`src/verilog/cit_pkg.sv`:
```
/*
 * Shared constants for the instruction timing core: widths, instruction
 * field layout, opcode and ALU function codes, reset values and timing.
 * Assumes a single 25 MHz clock and synchronous program and data memories
 * that answer combinationally within one system clock.
 */
package cit_pkg;

  ////////////////////////////////////////////////////////////////////////
  // Widths and timing
  localparam int          PC_W            = 12;     // Program address width
  localparam int          DATA_W          = 8;      // Data path width
  localparam int          INSTR_W         = 16;     // Instruction word width
  localparam int          STACK_DEPTH     = 8;      // Return stack entries
  localparam int          SP_W            = 3;      // Stack pointer width
  localparam int          CLK_PERIOD_NS   = 40;     // System clock period
  localparam int          CLKS_PER_INSTR  = 4;      // Clocks per instr cycle
  localparam int          PHASE_W         = 2;      // Phase counter width
  localparam logic [1:0]  PHASE_EXEC      = 2'(CLKS_PER_INSTR - 2); // Execute
  localparam logic [1:0]  PHASE_LAST      = 2'(CLKS_PER_INSTR - 1); // Fetch

  ////////////////////////////////////////////////////////////////////////
  // Reset values and special addresses
  localparam logic [11:0] RESET_VECTOR    = 12'h000;  // First fetch address
  localparam logic [7:0]  PCL_ADDR        = 8'h06;    // Counter low byte slot
  localparam logic [11:0] PC_ONE          = 12'h001;  // Sequential step

  ////////////////////////////////////////////////////////////////////////
  // Instruction field positions
  localparam int          OP_HI           = 15;     // Opcode top bit
  localparam int          OP_LO           = 12;     // Opcode bottom bit
  localparam int          SUB_HI          = 11;     // Sub-field top bit
  localparam int          SUB_LO          = 8;      // Sub-field bottom bit
  localparam int          POL_BIT         = 11;     // Set / polarity bit
  localparam int          BSEL_HI         = 10;     // Bit select top
  localparam int          BSEL_LO         = 8;      // Bit select bottom
  localparam int          OPR_HI          = 7;      // Operand top bit
  localparam int          OPR_LO          = 0;      // Operand bottom bit

  ////////////////////////////////////////////////////////////////////////
  // Opcodes
  localparam logic [3:0]  OP_MISC         = 4'h0;   // Nop, halt, returns
  localparam logic [3:0]  OP_ALU_ACC      = 4'h4;   // Acc <= f(acc, [m])
  localparam logic [3:0]  OP_ALU_MEM      = 4'h5;   // [m] <= f(acc, [m])
  localparam logic [3:0]  OP_ALU_IMM      = 4'h6;   // Acc <= f(acc, x)
  localparam logic [3:0]  OP_BIT          = 4'h7;   // Bit set / clear
  localparam logic [3:0]  OP_SKIP_BIT     = 4'h8;   // Skip on bit test
  localparam logic [3:0]  OP_SKIP_BYTE    = 4'h9;   // Skip on byte test
  localparam logic [3:0]  OP_BRANCH       = 4'hA;   // Unconditional branch
  localparam logic [3:0]  OP_CALL         = 4'hB;   // Subroutine call
  localparam logic [3:0]  OP_TABLE        = 4'hC;   // Table read

  // Sub-codes of OP_MISC
  localparam logic [3:0]  MISC_NOP        = 4'h0;   // No operation
  localparam logic [3:0]  MISC_HALT       = 4'h1;   // Enter power down
  localparam logic [3:0]  MISC_ROUTINE_EXIT   = 4'h2; // Plain return
  localparam logic [3:0]  MISC_INTERRUPT_EXIT = 4'h3; // Return, irq on

  ////////////////////////////////////////////////////////////////////////
  // ALU function codes (instruction sub-field)
  localparam logic [3:0]  FN_ADD          = 4'h0;   // a + b
  localparam logic [3:0]  FN_SUB          = 4'h1;   // a - b
  localparam logic [3:0]  FN_AND          = 4'h2;   // a & b
  localparam logic [3:0]  FN_OR           = 4'h3;   // a | b
  localparam logic [3:0]  FN_XOR          = 4'h4;   // a ^ b
  localparam logic [3:0]  FN_INVERT       = 4'h5;   // ~b
  localparam logic [3:0]  FN_INC          = 4'h6;   // b + 1
  localparam logic [3:0]  FN_DEC          = 4'h7;   // b - 1
  localparam logic [3:0]  FN_RROT         = 4'h8;   // Rotate right plain
  localparam logic [3:0]  FN_LROT         = 4'h9;   // Rotate left plain
  localparam logic [3:0]  FN_RROT_C       = 4'hA;   // Rotate right via carry
  localparam logic [3:0]  FN_LROT_C       = 4'hB;   // Rotate left via carry
  localparam logic [3:0]  FN_PASS_B       = 4'hC;   // Move operand
  localparam logic [3:0]  FN_PASS_A       = 4'hD;   // Move accumulator

endpackage

```
`src/verilog/cit_alu.sv`:
```
/*
 * Eight-bit ALU of the instruction timing core: add, subtract, logic,
 * increment, decrement, rotates and moves, with a carry result and carry and zero update enables.
 * Purely combinational; the caller decides when the outputs are stored.
 */
`timescale 1ns/100ps

module cit_alu (
  input  wire logic [7:0] op_a,      // Accumulator operand
  input  wire logic [7:0] op_b,      // Memory or immediate operand
  input  wire logic [3:0] func,      // Function code
  input  wire logic       carry_in,  // Current carry flag
  output logic      [7:0] result,    // Function result
  output logic            carry_out, // New carry value
  output logic            carry_we,  // Carry flag is updated
  output logic            zero_we    // Zero flag is updated
);

  logic [8:0] wide;                  // Nine-bit sum or difference

  ////////////////////////////////////////////////////////////////////////
  // Function select
  always_comb begin
    wide      = {1'b0, op_b};
    result    = op_b;
    carry_out = carry_in;
    carry_we  = 1'b0;
    zero_we   = 1'b1;
    case (func)
      cit_pkg::FN_ADD: begin                        // Carry past 255
        wide      = {1'b0, op_a} + {1'b0, op_b};
        result    = wide[7:0];
        carry_out = wide[8];
        carry_we  = 1'b1;
      end
      cit_pkg::FN_SUB: begin                        // Borrow below zero
        wide      = {1'b0, op_a} - {1'b0, op_b};
        result    = wide[7:0];
        carry_out = wide[8];
        carry_we  = 1'b1;
      end
      cit_pkg::FN_AND:    result = op_a & op_b;     // Zero flag follows
      cit_pkg::FN_OR:     result = op_a | op_b;
      cit_pkg::FN_XOR:    result = op_a ^ op_b;
      cit_pkg::FN_INVERT: result = ~op_b;
      cit_pkg::FN_INC:    result = op_b + 8'h01;    // Step of one
      cit_pkg::FN_DEC:    result = op_b - 8'h01;
      cit_pkg::FN_RROT: begin                       // End bit wraps
        result  = {op_b[0], op_b[7:1]};
        zero_we = 1'b0;
      end
      cit_pkg::FN_LROT: begin
        result  = {op_b[6:0], op_b[7]};
        zero_we = 1'b0;
      end
      cit_pkg::FN_RROT_C: begin                     // Out bit to carry
        result    = {carry_in, op_b[7:1]};
        carry_out = op_b[0];
        carry_we  = 1'b1;
        zero_we   = 1'b0;
      end
      cit_pkg::FN_LROT_C: begin
        result    = {op_b[6:0], carry_in};
        carry_out = op_b[7];
        carry_we  = 1'b1;
        zero_we   = 1'b0;
      end
      cit_pkg::FN_PASS_B: zero_we = 1'b0;           // Plain move
      cit_pkg::FN_PASS_A: begin
        result  = op_a;
        zero_we = 1'b0;
      end
      default:            zero_we = 1'b0;           // Unused code moves b
    endcase
  end

endmodule

```
`src/verilog/cit_core.sv`:
```
/*
 * Instruction timing core: a four-clock instruction cycle with one word
 * of prefetch, an accumulator data path, a return stack, skips, table
 * reads from program memory and a power-down state.
 * Assumes program and data memories on the same clock that answer
 * combinationally to the registered addresses, and an outside interrupt
 * controller that pulses irq_taken and wake on this clock.
 */
// Functional notes
// - Instruction cycle is four system clocks.
// - One cycle; branch, call, return, table two.
// - Writing counter low byte costs extra cycle.
// - Taken skip two cycles, untaken one.
// - Carry above 255, borrow below zero.
// - Increment, decrement by one, either destination.
// - Logic results of zero set zero flag.
// - Plain rotates wrap end bit around.
// - Carry rotates move leaving bit to carry.
// - Call saves next address; return resumes there.
// - Branch loads target, saves nothing.
// - Skips test byte or bit of memory.
// - Bit set/clear changes only addressed bit.
// - Table read fetches program memory data.
// - Halt enters power-down state.
// - Moves between registers, accumulator, immediates.
// - Interrupt exit sets irq enable; plain keeps.
`timescale 1ns/100ps

module cit_core (
  input  wire logic        ref_clk,                 // System clock
  input  wire logic        rst,                     // Async reset, high
  input  wire logic [15:0] pm_rdata,                // Program memory word
  input  wire logic [7:0]  dm_rdata,                // Data memory byte
  input  wire logic        wake,                    // Leave power down
  input  wire logic        irq_taken,               // Irq accepted, disable
  output logic      [11:0] pm_addr_r,               // Program memory address
  output logic      [7:0]  dm_addr_r,               // Data memory address
  output logic      [7:0]  dm_wdata_r,              // Data memory write data
  output logic             dm_we_r,                 // Data memory write pulse
  output logic      [7:0]  acc_r,                   // Accumulator
  output logic             carry_r,                 // Carry flag
  output logic             zero_r,                  // Zero flag
  output logic             global_irq_enable_r,     // Global irq enable
  output logic      [7:0]  table_high_r,            // Table word high byte
  output logic             halted_r,                // Power-down state
  output logic             instr_cycle_r            // Instruction cycle strobe
);

  ////////////////////////////////////////////////////////////////////////
  // Declarations
  logic [1:0]  phase_r;                             // Clock within cycle
  logic        exec_en;                             // Execute edge enable
  logic        fetch_en;                            // Fetch edge enable
  logic [15:0] ir_r;                                // Instruction register
  logic [11:0] cur_pc_r;                            // Address of ir_r
  logic        ir_valid_r;                          // ir_r may execute
  logic        table_cycle_r;                       // Table fetch cycle
  logic [11:0] resume_r;                            // Address after table
  logic        redirect_r;                          // Flow change pending
  logic        skip_r;                              // Skip pending
  logic        table_req_r;                         // Table read pending
  logic [11:0] target_r;                            // Pending target
  logic [11:0] table_addr_r;                        // Pending table address
  logic [11:0] stack_mem [cit_pkg::STACK_DEPTH];    // Return stack
  logic [2:0]  sp_r;                                // Next free slot
  logic        exec_ok;                             // Instruction executes
  logic [3:0]  opcode;                              // Decoded opcode
  logic [3:0]  sub;                                 // Decoded sub-field
  logic [7:0]  operand;                             // Memory operand
  logic [7:0]  bit_mask;                            // Bit select mask
  logic        bit_val;                             // Selected bit value
  logic [7:0]  alu_b;                               // ALU second operand
  logic [3:0]  alu_fn;                              // ALU function
  logic [7:0]  alu_res;                             // ALU result
  logic        alu_c;                               // ALU carry
  logic        alu_cwe;                             // ALU carry update
  logic        alu_zwe;                             // ALU zero update
  logic        acc_we;                              // Write accumulator
  logic        mem_we;                              // Write data memory
  logic [7:0]  wr_data;                             // Memory write value
  logic        pcl_hit;                             // Operand is counter low

  ////////////////////////////////////////////////////////////////////////
  // Cycle divider: one fetch and one execute enable per four clocks
  always_ff @(posedge ref_clk or posedge rst) begin
    if (rst) begin
      phase_r <= 2'h0;
    end else begin
      phase_r <= phase_r + 2'h1;                    // Wraps after four
    end
  end

  assign exec_en  = (phase_r == cit_pkg::PHASE_EXEC);
  assign fetch_en = (phase_r == cit_pkg::PHASE_LAST);

  // Strobe marking the fetch edge of every instruction cycle
  always_ff @(posedge ref_clk or posedge rst) begin
    if (rst) begin
      instr_cycle_r <= 1'b0;
    end else begin
      instr_cycle_r <= (phase_r == cit_pkg::PHASE_EXEC);
    end
  end

  ////////////////////////////////////////////////////////////////////////
  // Decode and operand selection
  assign opcode   = ir_r[cit_pkg::OP_HI:cit_pkg::OP_LO];
  assign sub      = ir_r[cit_pkg::SUB_HI:cit_pkg::SUB_LO];
  assign pcl_hit  = (dm_addr_r == cit_pkg::PCL_ADDR);
  assign operand  = pcl_hit ? cur_pc_r[7:0] : dm_rdata;   // Counter reads back
  assign bit_mask = 8'h01 << ir_r[cit_pkg::BSEL_HI:cit_pkg::BSEL_LO];
  assign bit_val  = |(operand & bit_mask);
  assign exec_ok  = exec_en && ir_valid_r && !table_cycle_r && !halted_r;

  // Per-opcode control
  always_comb begin
    alu_b   = operand;
    alu_fn  = sub;
    acc_we  = 1'b0;
    mem_we  = 1'b0;
    wr_data = alu_res;
    case (opcode)
      cit_pkg::OP_ALU_ACC: acc_we = 1'b1;           // Result to acc
      cit_pkg::OP_ALU_MEM: mem_we = 1'b1;           // Result in place
      cit_pkg::OP_ALU_IMM: begin                    // Immediate operand
        alu_b  = ir_r[cit_pkg::OPR_HI:cit_pkg::OPR_LO];
        acc_we = 1'b1;
      end
      cit_pkg::OP_BIT: begin                        // One bit only
        mem_we  = 1'b1;
        wr_data = ir_r[cit_pkg::POL_BIT] ? (operand | bit_mask)
                                         : (operand & ~bit_mask);
      end
      default: alu_fn = cit_pkg::FN_PASS_B;         // No data path use
    endcase
  end

  cit_alu u_alu (
    .op_a      (acc_r),
    .op_b      (alu_b),
    .func      (alu_fn),
    .carry_in  (carry_r),
    .result    (alu_res),
    .carry_out (alu_c),
    .carry_we  (alu_cwe),
    .zero_we   (alu_zwe)
  );

  ////////////////////////////////////////////////////////////////////////
  // Accumulator: ALU results and the low byte of a table word
  always_ff @(posedge ref_clk or posedge rst) begin
    if (rst) begin
      acc_r <= 8'h00;
    end else if (exec_ok && acc_we) begin
      acc_r <= alu_res;
    end else if (fetch_en && table_cycle_r) begin
      acc_r <= pm_rdata[7:0];                       // Table data
    end
  end

  // High byte of a table word
  always_ff @(posedge ref_clk or posedge rst) begin
    if (rst) begin
      table_high_r <= 8'h00;
    end else if (fetch_en && table_cycle_r) begin
      table_high_r <= pm_rdata[15:8];
    end
  end

  // Carry and zero flags
  always_ff @(posedge ref_clk or posedge rst) begin
    if (rst) begin
      carry_r <= 1'b0;
      zero_r  <= 1'b0;
    end else if (exec_ok && (acc_we || (mem_we && opcode != cit_pkg::OP_BIT))) begin
      if (alu_cwe) begin
        carry_r <= alu_c;
      end
      if (alu_zwe) begin
        zero_r <= (alu_res == 8'h00);
      end
    end
  end

  // Data memory write, one clock wide before the next fetch edge
  always_ff @(posedge ref_clk or posedge rst) begin
    if (rst) begin
      dm_we_r    <= 1'b0;
      dm_wdata_r <= 8'h00;
    end else begin
      dm_we_r <= exec_ok && mem_we && !pcl_hit;     // Counter slot is internal
      if (exec_ok && mem_we) begin
        dm_wdata_r <= wr_data;
      end
    end
  end

  ////////////////////////////////////////////////////////////////////////
  // Flow decisions taken at the execute edge, consumed at the fetch edge
  always_ff @(posedge ref_clk or posedge rst) begin
    if (rst) begin
      redirect_r   <= 1'b0;
      skip_r       <= 1'b0;
      table_req_r  <= 1'b0;
      target_r     <= cit_pkg::RESET_VECTOR;
      table_addr_r <= cit_pkg::RESET_VECTOR;
    end else if (fetch_en) begin
      redirect_r  <= 1'b0;
      skip_r      <= 1'b0;
      table_req_r <= 1'b0;
    end else if (exec_ok) begin
      case (opcode)
        cit_pkg::OP_BRANCH, cit_pkg::OP_CALL: begin
          redirect_r <= 1'b1;
          target_r   <= ir_r[11:0];
        end
        cit_pkg::OP_MISC: begin
          if (sub == cit_pkg::MISC_ROUTINE_EXIT ||
              sub == cit_pkg::MISC_INTERRUPT_EXIT) begin
            redirect_r <= 1'b1;                       // Saved address
            target_r   <= stack_mem[sp_r - 3'h1];
          end
        end
        cit_pkg::OP_SKIP_BIT:                         // Bit
          skip_r <= (bit_val == ir_r[cit_pkg::POL_BIT]);
        cit_pkg::OP_SKIP_BYTE:                        // Byte
          skip_r <= ((operand != 8'h00) == ir_r[cit_pkg::POL_BIT]);
        cit_pkg::OP_TABLE: begin
          table_req_r  <= 1'b1;
          table_addr_r <= {ir_r[cit_pkg::SUB_HI:cit_pkg::SUB_LO], acc_r};
        end
        default: ;
      endcase
      if (mem_we && pcl_hit) begin                    // Counter write jumps
        redirect_r <= 1'b1;
        target_r   <= {cur_pc_r[11:8], wr_data};
      end
    end
  end

  ////////////////////////////////////////////////////////////////////////
  // Fetch: prefetch one word, drop it on flow changes and skips
  always_ff @(posedge ref_clk or posedge rst) begin
    if (rst) begin
      pm_addr_r     <= cit_pkg::RESET_VECTOR;
      ir_r          <= 16'h0000;
      cur_pc_r      <= cit_pkg::RESET_VECTOR;
      dm_addr_r     <= 8'h00;
      ir_valid_r    <= 1'b0;
      table_cycle_r <= 1'b0;
      resume_r      <= cit_pkg::RESET_VECTOR;
    end else if (fetch_en) begin
      if (table_cycle_r) begin                        // Held word runs next
        table_cycle_r <= 1'b0;
        ir_valid_r    <= 1'b1;
        pm_addr_r     <= resume_r;
      end else if (table_req_r) begin                 // Hold next word
        ir_r          <= pm_rdata;
        cur_pc_r      <= pm_addr_r;
        dm_addr_r     <= pm_rdata[cit_pkg::OPR_HI:cit_pkg::OPR_LO];
        ir_valid_r    <= 1'b0;
        table_cycle_r <= 1'b1;
        pm_addr_r     <= table_addr_r;
        resume_r      <= pm_addr_r + cit_pkg::PC_ONE;
      end else if (redirect_r) begin                  // Drop prefetch
        ir_valid_r <= 1'b0;
        pm_addr_r  <= target_r;
      end else if (skip_r) begin                      // Drop skipped word
        ir_valid_r <= 1'b0;
        pm_addr_r  <= pm_addr_r + cit_pkg::PC_ONE;
      end else if (halted_r) begin                    // Frozen while down
        ir_valid_r <= 1'b0;
      end else begin                                  // Sequential
        ir_r       <= pm_rdata;
        cur_pc_r   <= pm_addr_r;
        dm_addr_r  <= pm_rdata[cit_pkg::OPR_HI:cit_pkg::OPR_LO];
        ir_valid_r <= 1'b1;
        pm_addr_r  <= pm_addr_r + cit_pkg::PC_ONE;
      end
    end
  end

  ////////////////////////////////////////////////////////////////////////
  // Return stack: push address after the call, pop on either return
  always_ff @(posedge ref_clk or posedge rst) begin
    if (rst) begin
      sp_r <= 3'h0;
    end else if (exec_ok) begin
      if (opcode == cit_pkg::OP_CALL) begin
        stack_mem[sp_r] <= pm_addr_r;                 // Next address
        sp_r            <= sp_r + 3'h1;
      end else if (opcode == cit_pkg::OP_MISC &&
                   (sub == cit_pkg::MISC_ROUTINE_EXIT ||
                    sub == cit_pkg::MISC_INTERRUPT_EXIT)) begin
        sp_r <= sp_r - 3'h1;
      end
    end
  end

  ////////////////////////////////////////////////////////////////////////
  // Global interrupt enable: set by interrupt exit, cleared on acceptance
  always_ff @(posedge ref_clk or posedge rst) begin
    if (rst) begin
      global_irq_enable_r <= 1'b0;
    end else if (exec_ok && opcode == cit_pkg::OP_MISC &&
                 sub == cit_pkg::MISC_INTERRUPT_EXIT) begin
      global_irq_enable_r <= 1'b1;                    // Set wins over clear
    end else if (irq_taken) begin
      global_irq_enable_r <= 1'b0;
    end
  end

  ////////////////////////////////////////////////////////////////////////
  // Power-down state
  always_ff @(posedge ref_clk or posedge rst) begin
    if (rst) begin
      halted_r <= 1'b0;
    end else if (exec_ok && opcode == cit_pkg::OP_MISC &&
                 sub == cit_pkg::MISC_HALT) begin
      halted_r <= 1'b1;
    end else if (wake) begin
      halted_r <= 1'b0;
    end
  end

endmodule

```
`config.mk`:
```
export PLATFORM = sky130hd
export DESIGN_NAME = cit_core
export DESIGN_NICKNAME = d
export VERILOG_FILES = /design/src/verilog/cit_pkg.sv /design/src/verilog/cit_alu.sv /design/src/verilog/cit_core.sv
export SDC_FILE = /design/constraint.sdc
export NUM_CORES = 1
export LEC_CHECK = 0
export BUFFER_PORTS_ARGS = -buffer_cell sky130_fd_sc_hd__buf_2
export CELL_PAD_IN_SITES_DETAIL_PLACEMENT = 0
export CELL_PAD_IN_SITES_GLOBAL_PLACEMENT = 2
export CORE_AREA = 2 2 186 169
export DETAILED_ROUTE_END_ITERATION = 7
export DIE_AREA = 0 0 188 171
export PLACE_DENSITY = 0.75
export RECOVER_POWER = 100
export SYNTH_ARGS = -nofsm -noshare
export SYNTH_HDL_FRONTEND = slang
export SYNTH_SLANG_ARGS = --single-unit
```
`constraint.sdc`:
```
create_clock -name ref_clk -period 5.8 [get_ports ref_clk]
set_input_delay 1.16 -clock ref_clk [delete_from_list [all_inputs] [get_ports ref_clk]]
set_output_delay 1.16 -clock ref_clk [all_outputs]
set_load 0.02 [all_outputs]
```
== Word level (Yosys, flattened, before mapping) ==
Memory sizes are Yosys's and may differ from the RTL's.
Index checks and enable logic that the tools add are counted.
W data, S select, Z words.
Operators by class
  add/subtract/negate cells: 8
  equality and inequality tests: 36
  shift-type cells: 1
  mux-type cells: 60
  bitwise operators: 10
  reduce and logical (&&, ||, !) cells: 53
Operators by type and width (number)
  $mux W12: 11
  $pmux W8 S13: 1
  $mux W8: 10
  $mux W16: 4
  $eq A4 B4 Y1 const B: 10
  $eq A4 B3 Y1 const B: 8
  $mux W1: 27
  $and A8 B8 Y8: 3
  $pmux W12 S2: 1
  $eq A4 B2 Y1 const B: 4
  $not A8 Y8: 2
  $or A8 B8 Y8: 2
  $reduce_or A8 Y1: 2
  $logic_and A1 B1 Y1: 15
  $add A12 B1 Y12 const B: 1
  $reduce_and A3 Y1: 4
  $reduce_bool A2 Y1: 6
  $reduce_and A2 Y1: 5
  $add A8 B8 Y9: 1
  $sub A8 B8 Y9: 1
  $add A8 B1 Y8 const B: 1
  $eq A4 B1 Y1 const B: 2
  $eq A8 B3 Y1 const B: 1
  $logic_not A4 Y1: 2
  other kinds (27): 44
Storage, ports and cells
  register bits after elaboration: 124
  memory bits (writable): 96
  output and inout bits: 50
  logic and storage cells: 192
  memories: 1
Memories
  stack_mem: words 8, bits a word 12, rd ports 1, clocked after memory_dff 0, write ports 1, line cit_core.sv:64  | logic [11:0] stack_mem [cit_pkg::STACK_DEPTH];

== Logic depth before layout (Yosys ltp) ==
Gate-level depths: netlist (run 1).
  depth in word-level cells: 8
  mapped depth: 17
  mapped depth without buffers: 15

== By module ==
From an unflattened synthesis (run 1), not the netlist that was laid out.
Unflattened totals
  cells, all modules: 1064
  area total of the unflattened synthesis: 11691.2 sq um
By module, submodules not included
  cit_core: times used 1, cells an instance 767, area an instance 9689.3 sq um, sequential area each 5785.5 sq um
  cit_alu: times used 1, cells an instance 297, area an instance 2001.9 sq um, sequential area each 0.0 sq um

== Least setup slack after synthesis (run 1) ==
No wires, ideal clock.
  path kind: input port to flip-flop
  start: input dm_rdata[0]
  end: register zero_r
  setup time: 0.092 ns
  arrival time: 4.351 ns
  path slack: 1.357 ns
  stages: 14
  path through: o21ai_0 a31oi_1 ha_1 inv_1 fa_1 nor2_1 xor2_1 a32o_1 nor4_1 a41oi_1 o22ai_1 nand4_1 or4b_1 o31ai_2
Between the ends
  word-level cells in the longest chain between the ends: 5
  elaborated cells between the ends (all ways): 12
  classes of those cells: add/sub (4); mux (3); bitwise (4); reduce/logical (1)
RTL lines
  start: declaration: line cit_core.sv:33  | input wire logic [7:0] dm_rdata,
  $mux W8 (*): line cit_core.sv:110  | assign operand = pcl_hit ? cur_pc_r[7:0] : dm_rdata;
  $mux W8 (*): line cit_core.sv:122  | case (opcode)
  $sub A8 B1 Y8 (tied with other cells): line cit_alu.sv:47  | cit_pkg::FN_DEC: result = op_b - 8'h01;
  $pmux W8 S13 (*): line cit_alu.sv:29  | case (func)
  $logic_not A8 Y1 (*): line cit_core.sv:180  | zero_r <= (alu_res == 8'h00);
  end signal: assignment: line cit_core.sv:180
  end: declaration: line cit_core.sv:42  | output logic zero_r,
Mark *: on every way between the ends. The rest lies on a longest branch, timed or not.
A chain may end at the register's enable or synchronous reset.

== Worst setup path after layout (run 1) ==
  start: register ir_r[12]
  end: register zero_r
Between the ends
  word-level cells in the longest chain between the ends: 7
  elaborated cells between the ends (all ways): 41
  classes of those cells: add/sub (4); eq/ne (17); mux (6); bitwise (4); reduce/logical (10)
RTL lines
  start: declaration: line cit_core.sv:54  | logic [15:0] ir_r;
  start signal: assignment: line cit_core.sv:258  | ir_r <= pm_rdata;
  start signal: assignment: line cit_core.sv:274  | ir_r <= pm_rdata;
  parallel branches: the longest is 7 deep, another holds $sub A8 B1 Y8
Parallel ways; which one is timed is not known.

==> results.sh, run 1 <==
export IMPL_required_ps=6230
export IMPL_cap_violations=4
export IMPL_htree_levels=1
export IMPL_firstDrtPassIters=5
export IMPL_hp_class="reg2reg"
export IMPL_powerDensity_mw_per_mm2=559
export IMPL_max_clock_freq_mhz=200
export IMPL_rsz0062_at_grt="no"
export IMPL_coreArea_mm2=0.0305
export IMPL_grt_usage=0.226
export IMPL_area_delta_synth_final_pct=13.4
export IMPL_ys_warn_count=0
export IMPL_outcome="finished, violations left"
export IMPL_die_h_um=171
export IMPL_final_layout_size_suffix_gt1_frac=0.170
export IMPL_numCtsBuffers=23
export IMPL_max_stage_delay_ps=630
export IMPL_synth_fp_nets=1058
export IMPL_start_kind="register"
export IMPL_grt_first_pass_wirelength_um=54600
export IMPL_place_gp_congestion=0.882
export IMPL_die_x_um=188
export IMPL_dieArea_mm2=0.0321
export IMPL_utilization=0.422
export IMPL_cts_setup_buffers=0
export IMPL_cts_sinks=212
export IMPL_async_flop_share=0.547
export IMPL_drt_iter0_markers=899
export IMPL_drt_total_wl_um=36300
export IMPL_rows=61
export IMPL_initial_utilization=0.373
export IMPL_cts_resized=0
export IMPL_synth_ff_type="dfrtp_1"
export IMPL_crit_fanout=14
export IMPL_slew_headroom=-1.38
export IMPL_path_cells="nand4bb_1, nor2_1, nor3_1, inv_1, fa_1, nor2b_1, o31a_1, a21oi_1, a221oi_1, o2111ai_1, o21ai_0, a2bb2oi_1, or4b_1, o31ai_2"
export IMPL_syn_inst=998
export IMPL_setup_tns_ps=0
export IMPL_grt_pass1_vias=8267
export IMPL_dp_hpwl_um=26100
export IMPL_min_period_ps=5000
export IMPL_cts_root_buf="clkbuf_16"
export IMPL_grt_overflow=0
export IMPL_skew_ps=14.3
export IMPL_timing_final_crit_share=0.862
export IMPL_setup_violations=0
export IMPL_ys_ff_latch=212
export IMPL_arrival_ps=5420
export IMPL_clkSlewWorstSetupHoldPaths_ps=60
export IMPL_netlist_area_mm2=0.0113
export IMPL_vias_per_cell=5.70
export IMPL_critPathKind="reg2reg"
export IMPL_routedWlPerCell_um=24.3
export IMPL_instances_no_fill=1493
export IMPL_grt_max_degree=65
export IMPL_antenna_found_initial=0
export IMPL_clock_latency_ps=510
export IMPL_slew_violations=166
export IMPL_cp_slowest_cell="nor3_1"
export IMPL_vdd_drop_max_mv=0.252
export IMPL_clock_path_buffers=3
export IMPL_rrSetupSlack_ps=800
export IMPL_route_detailed_drc=0
export IMPL_dp_cells=1453
export IMPL_cp_end_kind="register"
export IMPL_final_hold_viol_count=0
export IMPL_io_pins=78
export IMPL_ant_nets=0
export IMPL_yosysSeqAreaShare=0.510
export IMPL_synth_edf_count=96
export IMPL_portBuffers=77
export IMPL_vias=8512
export IMPL_synth_avg_cell_area_um2=11.4
export IMPL_fin_nets=1129
export IMPL_worst_pin_slew_ps=3570
export IMPL_diodes=0
export IMPL_cts_tree="built"
export IMPL_violations="max-capacitance violations, max-slew violations"
export IMPL_p_leak_nw=5.00
export IMPL_synth_distinct_cells=81
export IMPL_ctsHoldBuffers=0
==> per-layer routing <==
metal,global-route usage,share of wire
met1,0.348,0.50
met2,0.332,0.42
met3,0.0429,0.065
met4,0.0394,0.017
met5,0,0
==> synthesized netlist by cell type, types with 7 or more instances <==
library cell / number / area [um2]
o31ai_1: 7 / 52.6
nor2_1: 73 / 274
nand4_1: 11 / 68.8
o21ai_0: 69 / 345
nor3_1: 19 / 95.1
nand3_1: 24 / 120
mux2_2: 62 / 698
dfrtp_1: 116 / 2900
a221oi_1: 9 / 78.8
ha_1: 30 / 375
a21o_1: 8 / 60.1
nor4_1: 10 / 62.6
nand2b_1: 9 / 56.3
buf_4: 8 / 60.1
a211oi_1: 24 / 180
clkbuf_1: 49 / 184
edfxtp_1: 96 / 2880
and3_1: 11 / 68.8
o211ai_1: 14 / 105
xor2_1: 9 / 78.8
inv_1: 34 / 128
nand2_1: 76 / 285
a21oi_1: 41 / 205
mux2i_1: 30 / 300
mux4_2: 27 / 608
xnor2_1: 12 / 105
==> cells by family after synthesis <==
| family | synth area share |
|---|---|
| xor gates and xnor gates | 0.0162 |
| AOI/OAI and AO/OA | 0.139 |
| buffers and inverters | 0.0369 |
| and+or+nand+nor | 0.120 |
| adders and majority gates | 0.0366 |
| muxes | 0.142 |
| DFF | 0.510 |
==> critical path, delay by kind of cell, from the launching register on <==
kind	cells	cell delay, ps
AOI/OAI and AO/OA	7	1430
adders and majority gates	1	490
buffers and inverters	1	260
and+or+nand+nor	5	2090
DFF	1	610
==> metrics by stage <==
| step | instance area [um2] | setup WS, ps | power [W] | hold slack, ps |
|---|---|---|---|---|
| 2_1_floorplan | 11300 | 1360 | 0.00454 | 418 |
| 3_3_place_gp | 12300 | 1020 | 0.00574 | 435 |
| 3_5_place_dp | 12300 | 881 | 0.00575 | 439 |
| 4_1_cts | 13000 | 961 | 0.00725 | 448 |
| 5_1_grt | 12900 | 455 | 0.00760 | 472 |
| 6_report | 12900 | 803 | 0.00720 | 441 |
==> state kept, by name, indices dropped and copies added, names as in the netlist <==
| name | flops |
|---|---|
| zero_r | 1 |
| dm_wdata_r | 8 |
| instr_cycle_r | 1 |
| dm_we_r | 1 |
| global_irq_enable_r | 1 |
| acc_r | 8 |
| skip_r | 1 |
| stack_mem | 96 |
| resume_r | 12 |
| halted_r | 1 |
| table_req_r | 1 |
| table_cycle_r | 1 |
| pm_addr_r | 12 |
| ir_valid_r | 1 |
| phase_r | 2 |
| ir_r | 9 |
| cur_pc_r | 12 |
| table_high_r | 8 |
| redirect_r | 1 |
| sp_r | 3 |
| target_r | 12 |
| dm_addr_r | 7 |
| carry_r | 1 |
| table_addr_r | 12 |
==> final timing paths <==
kind | start | endpoint | cells past startpoint
max | ir_r[12] | zero_r | 14
min | phase_r[0] | phase_r[0] | 1
max reg2reg | ir_r[12] | zero_r | 14
min reg2reg | phase_r[0] | phase_r[0] | 1
max in group asynchronous | rst | resume_r[0] | 3
min in group asynchronous | rst | dm_wdata_r[1] | 2
==> cell type report <==
| type | count | area (um2) |
|---|---|---|
| Sequential cell | 212 | 5790 |
| Clock inverter | 12 | 136 |
| Inverter | 38 | 144 |
| Timing Repair Buffer | 111 | 520 |
| Tap cell | 409 | 512 |
| Multi-Input combinational cell | 683 | 5150 |
| Fill cell | 2919 | 17600 |
| Clock buffer | 28 | 614 |
==> report_power, final <==
part           internal, W  total (W)  switching [W]
combinational      0.00119    0.00315        0.00196
clock             0.000884    0.00148       0.000599
sequential         0.00201    0.00257       0.000556
total              0.00408    0.00720        0.00312
==> cell usage in the layout, fill, tap and decap left out, drive strengths merged, types with 9 or more instances in the layout <==
cell type  instances
a21oi             41
ha                30
dfrtp            116
nor2              73
xnor2             12
o211ai            14
clkbuf            94
nand2             77
mux4              27
nand2b             9
a211oi            24
o21ai             70
inv               36
edfxtp            96
clkinv             9
nor4              11
nand4             11
buf               45
xor2               9
mux2              62
mux2i             30
nand3             24
a221oi             9
nor3              19
and3              11
(Power assumes the default switching activity.)
==> inputs of run 2 (changes only) <==
Settings changed: CORE_AREA 2 2 186 169 to 2 2 212 193, DIE_AREA 0 0 188 171 to 0 0 214 195, PLACE_DENSITY 0.75 to 0.62, SYNTH_HIERARCHICAL from default to 1.
==> results.sh, run 2 <==
export IMPL_cap_violations=6
export IMPL_slew_violations=209
export IMPL_portBuffers=77
export IMPL_io_pins=78
export IMPL_ys_top_cells_by_area="dfrtp_1 25%, edfxtp_1 25%, mux2_2 5.2%"
export IMPL_syn_inst=1064
export IMPL_layout_commonest_cell="dfrtp_1"
export IMPL_dp_hpwl_um=28600
export IMPL_die_h_um=195
export IMPL_route_detailed_drc=0
export IMPL_numCtsBuffers=24
export IMPL_synth_distinct_cells=83
export IMPL_place_gp_congestion=0.895
export IMPL_powerDensity_mw_per_mm2=547
export IMPL_initial_utilization=0.298
export IMPL_final_hold_viol_count=0
export IMPL_synth_ff_type="dfrtp_1"
export IMPL_path_cells="nor4_4, clkbuf_2, nor3b_1, nand2_1, a311oi_1, clkbuf_1, o211ai_1, o21a_1"
export IMPL_routedWlPerCell_um=23.6
export IMPL_top_register="stack_mem"
export IMPL_firstDrtPassIters=4
export IMPL_largest_reg_flops=96
export IMPL_vias_per_cell=5.27
export IMPL_cts_resized=0
export IMPL_area_delta_synth_final_pct=13.8
export IMPL_worst_pin_slew_ps=3060
export IMPL_clock_latency_ps=530
export IMPL_antenna_found_initial=0
export IMPL_rows=69
export IMPL_arrival_ps=5500
export IMPL_drt_total_wl_um=39600
export IMPL_grt_overflow=0
export IMPL_async_flop_share=0.547
export IMPL_setup_violations=0
export IMPL_required_ps=6220
export IMPL_cts_root_buf="clkbuf_16"
export IMPL_post_synth_top_count_cell="dfrtp_1"
export IMPL_rsz0062_at_grt="no"
export IMPL_cts_sinks=212
export IMPL_dieArea_mm2=0.0417
export IMPL_grt_first_pass_wirelength_um=59700
export IMPL_synth_avg_cell_area_um2=11.0
export IMPL_min_period_ps=5080
export IMPL_cp_end_kind="register"
export IMPL_yosysSeqAreaShare=0.495
export IMPL_drt_iter0_markers=667
export IMPL_slew_headroom=-1.05
export IMPL_p_leak_nw=5.22
export IMPL_clkSlewWorstSetupHoldPaths_ps=60
export IMPL_outcome="finished, violations left"
export IMPL_violations="max-capacitance violations, max-slew violations"
export IMPL_critPathKind="reg2reg"
export IMPL_vdd_drop_max_mv=0.202
export IMPL_grt_pass1_vias=8836
export IMPL_netlist_area_mm2=0.0117
export IMPL_ctsHoldBuffers=0
export IMPL_final_layout_size_suffix_gt1_frac=0.155
export IMPL_synthTopCellsByCount="116 x dfrtp_1, 109 x nand2_1, 96 x edfxtp_1, 79 x nor2_1, 60 x o21ai_0"
export IMPL_diodes=0
export IMPL_clock_path_buffers=3
export IMPL_cts_setup_buffers=0
export IMPL_ant_nets=0
export IMPL_crit_fanout=25
export IMPL_max_clock_freq_mhz=197
export IMPL_max_stage_delay_ps=2310
export IMPL_ys_warn_count=6
export IMPL_start_kind="register"
export IMPL_power_w=0.00729
export IMPL_skew_ps=8.51
export IMPL_hp_class="reg2reg"
export IMPL_grt_max_degree=61
export IMPL_htree_levels=1
export IMPL_cp_slowest_cell="a311oi_1"
export IMPL_synth_top_area_cell="dfrtp_1"
export IMPL_ys_ff_latch=212
export IMPL_die_x_um=214
export IMPL_synth_fp_nets=1124
export IMPL_cts_tree="built"
export IMPL_vias=8836
export IMPL_setup_tns_ps=0
export IMPL_synth_top_area_share=0.248
export IMPL_grt_usage=0.189
export IMPL_utilization=0.339
export IMPL_coreArea_mm2=0.0393
export IMPL_synth_edf_count=96
export IMPL_final_cell_mix="116 x dfrtp_1, 109 x nand2_1, 96 x edfxtp_1, 79 x nor2_1, 68 x clkbuf_1"
export IMPL_timing_final_crit_share=0.876
export IMPL_fin_nets=1188
[run 2: worst paths after layout]
| check | start | to | slack, ps | cells past startpoint |
|---|---|---|---|---|
| max | ir_r[12] | target_r[7] | 720 | 8 |
| min | phase_r[0] | phase_r[0] | 450 | 1 |
| max reg2reg | ir_r[12] | target_r[7] | 720 | 8 |
| min reg2reg | phase_r[0] | phase_r[0] | 450 | 1 |
| max in group asynchronous | rst | resume_r[7] | 1820 | 3 |
| min in group asynchronous | rst | dm_we_r | 1400 | 2 |
[run 2: report_power, final]
group,total (W),internal [W],switching (W)
Combinational,0.00312,0.00119,0.00193
Clock,0.00155,0.000920,0.000631
Sequential,0.00261,0.00198,0.000628
[run 2: routing by layer]
layer  track usage  share of wire
met3        0.0338          0.045
met5             0              0
met2         0.275           0.43
met4        0.0295          0.014
met1         0.293           0.52
[run 2: critical path: cells and delay by family, from the launching register on]
kind | cells | cell delay [ps]
buf+inv | 2 | 960
compound gates | 3 | 2620
flops | 1 | 550
simple gates | 3 | 850
[run 2: kinds of logic after synthesis]
group           after synthesis  share of synthesized area
compound gates              259                      0.147
buf+inv                     113                     0.0429
simple gates                315                      0.135
fa+ha+maj                    32                     0.0355
mux                         118                      0.134
xor+xnor                     15                     0.0112
flops                       212                      0.495
[run 2: through the flow]
stage                     hold WS, ps  cells  worst slack, ps  cell area [um2]
final                             447   1677              719            13300
after detailed placement          445   1634              949            12700
after global placement            429   1634             1030            12700
after global routing              475   1677              319            13300
after floorplan                   418   1064             1570            11700
after CTS                         454   1677              927            13500
[run 2: layout make-up]
| class | count | area, um2 |
|---|---|---|
| clock buffer | 29 | 639 |
| multi-input combinational | 739 | 5390 |
| tap | 532 | 666 |
| inverter | 40 | 151 |
| clock inverter | 14 | 160 |
| sequential | 212 | 5790 |
| fill | 4016 | 26000 |
| timing repair buffer | 111 | 517 |
